File: config.mk
export PLATFORM = sky130hd
export DESIGN_NAME = prms_top
export DESIGN_NICKNAME = d
export VERILOG_FILES = /design/src/hdl/prms_buf.v /design/src/hdl/prms_top.v
export VERILOG_INCLUDE_DIRS = /design/src /design/src/hdl
export SDC_FILE = /design/constraint.sdc
export NUM_CORES = 2
export LEC_CHECK = 0
export BUFFER_PORTS_ARGS = -buffer_cell sky130_fd_sc_hd__buf_4
export CAP_MARGIN = 20
export CORE_MARGIN = 4
export CORE_UTILIZATION = 50
export CTS_CLUSTER_SIZE = 16
export DETAILED_ROUTE_END_ITERATION = 12
export HOLD_SLACK_MARGIN = 0.05
export PLACE_DENSITY = 0.67
export SYNTH_ARGS = -nofsm -noshare
export SYNTH_HDL_FRONTEND = slang
export SYNTH_SLANG_ARGS = --single-unit
File: constraint.sdc
create_clock -name clk -period 4.1 [get_ports clk]
set_input_delay 0 -clock clk [delete_from_list [all_inputs] [get_ports clk]]
set_output_delay 0 -clock clk [all_outputs]
set_load 0.01 [all_outputs]
File: src/hdl/prms_regs.vh
// register map constants for the paged register select block
// assumes inclusion by the design files of this block only
`ifndef PRMS_REGS_VH
`define PRMS_REGS_VH
`define PRMS_ADDR_W        7
`define PRMS_PAGE_SEL_ADDR 7'h7F
`define PRMS_PAGE_CTRL     8'h00
`define PRMS_PAGE_RXBUF    8'h01
`define PRMS_PAGE_TXBUF    8'h02
`define PRMS_PAGE_TEST     8'h03
`define PRMS_PAGE_RESET    8'h00
`define PRMS_AINC_BIT      7
`define PRMS_UNLOCK_RESET  1'b0
`endif

File: src/hdl/prms_buf.v
// one byte-wide buffer memory, registered read data
// assumes one write port and one read port in the same clock domain
`timescale 1ns/1ps
module prms_buf #(
   parameter AW = 7,
   parameter DW = 8
) (
   // clock
   input  wire          clk,
   // write port
   input  wire          we,
   input  wire [AW-1:0] waddr,
   input  wire [DW-1:0] wdata,
   // read port
   input  wire [AW-1:0] raddr,
   output reg  [DW-1:0] rdata
);
   reg [DW-1:0] mem [0:(1<<AW)-1];

   always @(posedge clk) begin
      if (we) begin
         mem[waddr] <= wdata;
      end
      rdata <= mem[raddr];
   end
endmodule

File: src/hdl/prms_top.v
// page selection and buffer access for the paged host register space
// assumes a serial host front end that delivers decoded address and
// data byte strobes synchronous to clk; page 0 registers live outside
`timescale 1ns/1ps
`include "prms_regs.vh"

// Summary of operation
// - page select register at 0x7F is decoded on every page
// - page 00 control/status, 01 receiver buffers, 02 transmitter buffers
// - receiver page shows C and U bits of last completed block
// - host writes to transmitter page set outgoing C and U bits
// - transmitter page reads return what the host wrote
// - page 03 stays closed unless the private unlock is given
// - enabled page 0 status flags may drive the interrupt output
// - address byte holds seven address bits and auto-increment bit
// - with auto-increment the address steps by one per byte
module prms_top #(
   parameter AW = `PRMS_ADDR_W
) (
   // clock and reset
   input  wire          clk,
   input  wire          nrst,
   // host side, from serial front end
   input  wire          addr_valid,
   input  wire [7:0]    addr_byte,
   input  wire          wr_stb,
   input  wire [7:0]    wr_data,
   input  wire          rd_stb,
   output reg  [7:0]    rd_data,
   output reg           rd_valid,
   // test unlock from a private source
   input  wire          test_unlock,
   // page 0 register block
   output wire          ctrl_wr,
   output wire          ctrl_rd,
   output wire [AW-1:0] ctrl_addr,
   input  wire [7:0]    ctrl_rdata,
   input  wire          ctrl_irq,
   // receiver block capture port
   input  wire          rx_cap_we,
   input  wire [AW-1:0] rx_cap_addr,
   input  wire [7:0]    rx_cap_data,
   // transmitter block fetch port
   input  wire [AW-1:0] interface_transmitter_addr,
   output wire [7:0]    interface_transmitter_data,
   // test page strobes, interrupt, state
   output wire          test_wr,
   output wire          test_rd,
   output wire          int_n_oe,
   output reg  [7:0]    page_select,
   output reg           auto_inc
);
   reg  [AW-1:0] reg_addr;
   reg           unlocked;
   reg           rd_pend;
   reg  [7:0]    pend_page;
   wire [7:0]    rx_rdata;
   wire [7:0]    tx_rdata;
   wire [7:0]    tx_host_rdata;
   wire          sel_reg;
   wire          on_ctrl;
   wire          on_rx;
   wire          on_tx;
   wire          on_test;
   wire          xfer;
   wire [AW-1:0] next_addr;

   // the select register wins over every page at its address
   assign sel_reg = (reg_addr == `PRMS_PAGE_SEL_ADDR);
   assign on_ctrl = !sel_reg && page_select == `PRMS_PAGE_CTRL;
   assign on_rx   = !sel_reg && page_select == `PRMS_PAGE_RXBUF;
   assign on_tx   = !sel_reg && page_select == `PRMS_PAGE_TXBUF;
   // test page gated by the unlock; locked access reads zero
   assign on_test = !sel_reg && page_select == `PRMS_PAGE_TEST
                    && unlocked;
   assign xfer    = wr_stb | rd_stb;

   // reserved page 0 addresses pass through; host must avoid them
   assign ctrl_wr   = wr_stb & on_ctrl;
   assign ctrl_rd   = rd_stb & on_ctrl;
   assign ctrl_addr = reg_addr;
   assign test_wr   = wr_stb & on_test;
   assign test_rd   = rd_stb & on_test;

   // open-drain interrupt: enable high pulls the line low
   assign int_n_oe = ctrl_irq;

   // wraps inside the page since the address is only seven bits
   assign next_addr = reg_addr + {{(AW-1){1'b0}}, 1'b1};

   always @(posedge clk or negedge nrst) begin
      if (!nrst) begin
         reg_addr    <= {AW{1'b0}};
         auto_inc    <= 1'b0;
         page_select <= `PRMS_PAGE_RESET;
         unlocked    <= `PRMS_UNLOCK_RESET;
      end else begin
         if (test_unlock) begin
            unlocked <= 1'b1;
         end
         if (addr_valid) begin
            reg_addr <= addr_byte[AW-1:0];
            auto_inc <= addr_byte[`PRMS_AINC_BIT];
         end else if (xfer && auto_inc) begin
            reg_addr <= next_addr;
         end
         if (wr_stb && sel_reg) begin
            page_select <= wr_data;
         end
      end
   end

   // receiver buffer: device captures, host reads
   prms_buf #(.AW(AW), .DW(8)) u_rxbuf (
      .clk   (clk),
      .we    (rx_cap_we),
      .waddr (rx_cap_addr),
      .wdata (rx_cap_data),
      .raddr (reg_addr),
      .rdata (rx_rdata)
   );

   // transmitter buffer: host writes, encoder fetches
   prms_buf #(.AW(AW), .DW(8)) u_txbuf (
      .clk   (clk),
      .we    (wr_stb & on_tx),
      .waddr (reg_addr),
      .wdata (wr_data),
      .raddr (interface_transmitter_addr),
      .rdata (tx_rdata)
   );

   // readback copy keeps the encoder fetch port free of host reads
   prms_buf #(.AW(AW), .DW(8)) u_txshadow (
      .clk   (clk),
      .we    (wr_stb & on_tx),
      .waddr (reg_addr),
      .wdata (wr_data),
      .raddr (reg_addr),
      .rdata (tx_host_rdata)
   );

   assign interface_transmitter_data = tx_rdata;

   // read data two cycles after rd_stb, after the buffer's registered read
   always @(posedge clk or negedge nrst) begin
      if (!nrst) begin
         rd_pend   <= 1'b0;
         pend_page <= `PRMS_PAGE_RESET;
         rd_data   <= 8'h00;
         rd_valid  <= 1'b0;
      end else begin
         rd_pend  <= rd_stb;
         rd_valid <= rd_pend;
         if (rd_stb) begin
            if (sel_reg) begin
               pend_page <= 8'hFF;
            end else if (page_select == `PRMS_PAGE_TEST && !unlocked) begin
               pend_page <= 8'hFE;
            end else begin
               pend_page <= page_select;
            end
         end
         if (rd_pend) begin
            case (pend_page)
               8'hFF:             rd_data <= page_select;
               `PRMS_PAGE_CTRL:   rd_data <= ctrl_rdata;
               `PRMS_PAGE_RXBUF:  rd_data <= rx_rdata;
               `PRMS_PAGE_TXBUF:  rd_data <= tx_host_rdata;
               default:           rd_data <= 8'h00;
            endcase
         end
      end
   end
endmodule

==> results_dict.tcl <==
set metrics [dict create \
    reg2reg_depth 8 \
    synthesis.nets 5118 \
    ant_nets 0 \
    min_from "interface_transmitter_addr[5]" \
    syn_to_final_growth_pct 14.8 \
    r2r_slack_ns 0.21 \
    period_needed_ns 3.89 \
    wl_per_cell_um 38.9 \
    io_buffers 89 \
    irDropWorstVdd_uv 431 \
    reg2reg_to "u_txshadow.rdata[1]" \
    cts_buffer_depth 3 \
    yosysSeqAreaShare 0.696 \
    fp.dieH_um 433 \
    drt_wl_total_mm 312 \
    worst_slew_pin_slew_ns 1.33 \
    die-area_um2 188000 \
    final_hold_viol_count 0 \
    cp.required_ns 4.77 \
    async_flop_share 0.0166 \
    whs_endpoint "u_txbuf.rdata[0]" \
    synthFlopType "edfxtp_1" \
    powerDensity_nw_per_um2 485 \
    post-cts-setup-buffer-count 0 \
    avgSynthCellArea_um2 17.8 \
    start_util 0.505 \
    worstSkewPairLatency_ns 0.87 \
    syn_area_um2 90300 \
    worstSetupEndpointType "flip-flop" \
    min_period_over_period 0.949 \
    p_leak_uw 0.0332 \
    syn_inst 5063 \
    core_um2 179000 \
    multi_input_area_um2 25600 \
    arrival_ns 4.56 \
    path_clk_slew_ns 0.06 \
    overflow 0 \
    cts_tree "done" \
    antenna_found_initial 24 \
    rows 155 \
    holdPathStages 5 \
    grt_max_degree 94 \
    outcome "finished, final reports clean" \
    whs_ns 0.125 \
    grt_usage 0.330 \
    grt_pass1_wl_mm 435 \
    maxSlewHeadroom 0.105 \
    drtPass1Iterations 6 \
    hp-class "in -> reg" \
    ys_ff_latch 2107 \
    layout-drive-gt1-share 0.275 \
    fin_setup_tns_ns 0 \
    seq_area_um2 62900 \
    synth.distinct_cells 78 \
    root_buffer "clkbuf_16" \
    routabilityCongestion 0.979 \
    yosys_warnings 0 \
    io_pins 92 \
    nets 5545 \
    die_x_um 433 \
    drc 0 \
    critPathLaunchType "flip-flop" \
    setup_viol 0 \
    fillerInstances 13200 \
    drtIter0Drc 10200 \
    fmax_ghz 0.257 \
    drv_slew 0 \
    synth_edf_count 2048 \
    avgViaCountPerCell 7.22 \
    grt_pass1_vias 56000 \
    r2r-start "ctrl_addr[2]" \
    maxCapViolations 0 \
    clock_sinks 2107 \
    cts_made_buffers 207 \
    ctsHtreeMaxLevel 4 \
    dp_hpwl_mm 199 \
    vias 58000 \
    path_max_fanout 19 \
    finalClockSkew_ns 0.0523 \
    rsz0062_at_grt "false" \
    crit_type "reg -> reg" \
]
cell usage after synthesis (12+ instances only):
master     number  area [µm²]
edfxtp_1     2048       61500
nor2_1        353        1330
buf_4          53         398
o22ai_1       118         738
a221oi_1      243        2130
a22oi_1       108         811
nand2_1       164         616
o21ai_0        85         425
nor4_1         13        81.3
clkbuf_1      152         571
a31oi_1        15        93.8
buf_1          37         139
nor2b_1        20         125
a221o_1        47         470
o221ai_1       31         272
mux4_2        487       11000
a22o_1         24         210
inv_1          12        45.0
nand3b_1       12        90.1
dfrtp_1        35         876
nand4_1        15        93.8
mux2_2        188        2120
a211oi_1       15         113
o2bb2ai_1      27         236
nor3_1         16        80.1
dfxtp_1        24         480
buf_2         150         751
a21oi_1       101         505
nand3_1        41         205
mux2i_1       201        2010
nand2b_1       24         150
o22a_1         23         201
worst max path at each step:
stage / from / endpoint / slack (ns) / cells after the start
after global placement: ctrl_addr[0] / u_txshadow.rdata[6] / 0.1 / 9
after global routing: ctrl_addr[1] / u_rxbuf.rdata[6] / 0.28 / 7
final: ctrl_addr[2] / u_txshadow.rdata[1] / 0.21 / 8
after CTS: ctrl_addr[1] / u_rxbuf.rdata[6] / 0.41 / 7
after detailed placement: ctrl_addr[1] / u_rxbuf.rdata[6] / 0.41 / 7
after floorplan: ctrl_addr[2] / u_txbuf.mem[74][0] / 1.17 / 10
layout make-up:
cell class	instances	area share
multi-input cells	2543	0.247
repair buffers	616	0.0528
clock inverters	123	0.0120
well taps	2355	0.0284
diodes	9	0.000217
flip-flops and latches	2107	0.606
clock buffers	255	0.0526
inverters	15	0.000652
routing by layer:
metal | wire length (µm) | part of all wire | global-route usage
met1 | 107000 | 0.34 | 0.430
met5 | 203 | 0.00065 | 0
met3 | 43400 | 0.14 | 0.102
met2 | 140000 | 0.45 | 0.495
met4 | 21600 | 0.069 | 0.187
cells in the final DEF (no fill, tap or decap), drive strengths merged, types with 101 or more instances in the layout:
| cell type | instances |
|---|---|
| mux2i | 201 |
| clkbuf | 255 |
| edfxtp | 2048 |
| a22oi | 108 |
| mux4 | 487 |
| o22ai | 118 |
| mux2 | 189 |
| nor2 | 354 |
| a21oi | 101 |
| buf | 539 |
| a221oi | 243 |
| nand2 | 164 |
power breakdown:
group          switching, µW  internal, µW  leakage [µW]
combinational           4770          2510        0.0110
sequential               267         23800        0.0191
clock                   8340         10700       0.00324
total                  13400         36900        0.0332
flip-flops by register name, summed over array words and instances (netlist names):
name and flops:
auto_inc 1, ctrl_addr 7, page_select 8, pend_page 8, rd_data 8, rd_pend 1
rd_valid 1, u_rxbuf.mem 1024, u_rxbuf.rdata 8, u_txbuf.mem 488, u_txbuf.rdata 8, u_txshadow.mem 536
u_txshadow.rdata 8, unlocked 1
critical path, stage by stage (launching register included):
cell,delay (ns)
dfrtp_4,0.63
buf_4,0.41
buf_4,0.38
mux2_2,0.37
a221o_1,0.28
o21ai_0,0.11
a21oi_1,0.25
nor4_1,0.91
o311ai_0,0.29
cell families after synthesis:
kind of cell,after synthesis,synth area share
compound gates,932,0.0777
fa+ha+maj,1,0.000138
simple gates,727,0.0366
buf+inv,413,0.0219
mux,877,0.167
xor+xnor,6,0.000582
flops,2107,0.696
per-stage QoR:
stage,utilization,std cells,setup slack [ns],area (µm²),total power [µW]
2_1_floorplan,-,5063,1.17,90300,28000
3_3_place_gp,0.537,7557,0.0998,96200,31300
3_5_place_dp,0.537,7558,0.408,96200,31400
4_1_cts,0.579,8014,0.407,104000,50100
5_1_grt,0.579,8016,0.282,104000,51300
6_report,0.579,8023,0.210,104000,50300
what timing repair did:
item | in CTS | in global routing
hold endpoints to repair | 1766 | 0
gates resized for setup | 0 | 0
hold buffers | 78 | 0
(Power assumes the default switching activity.)
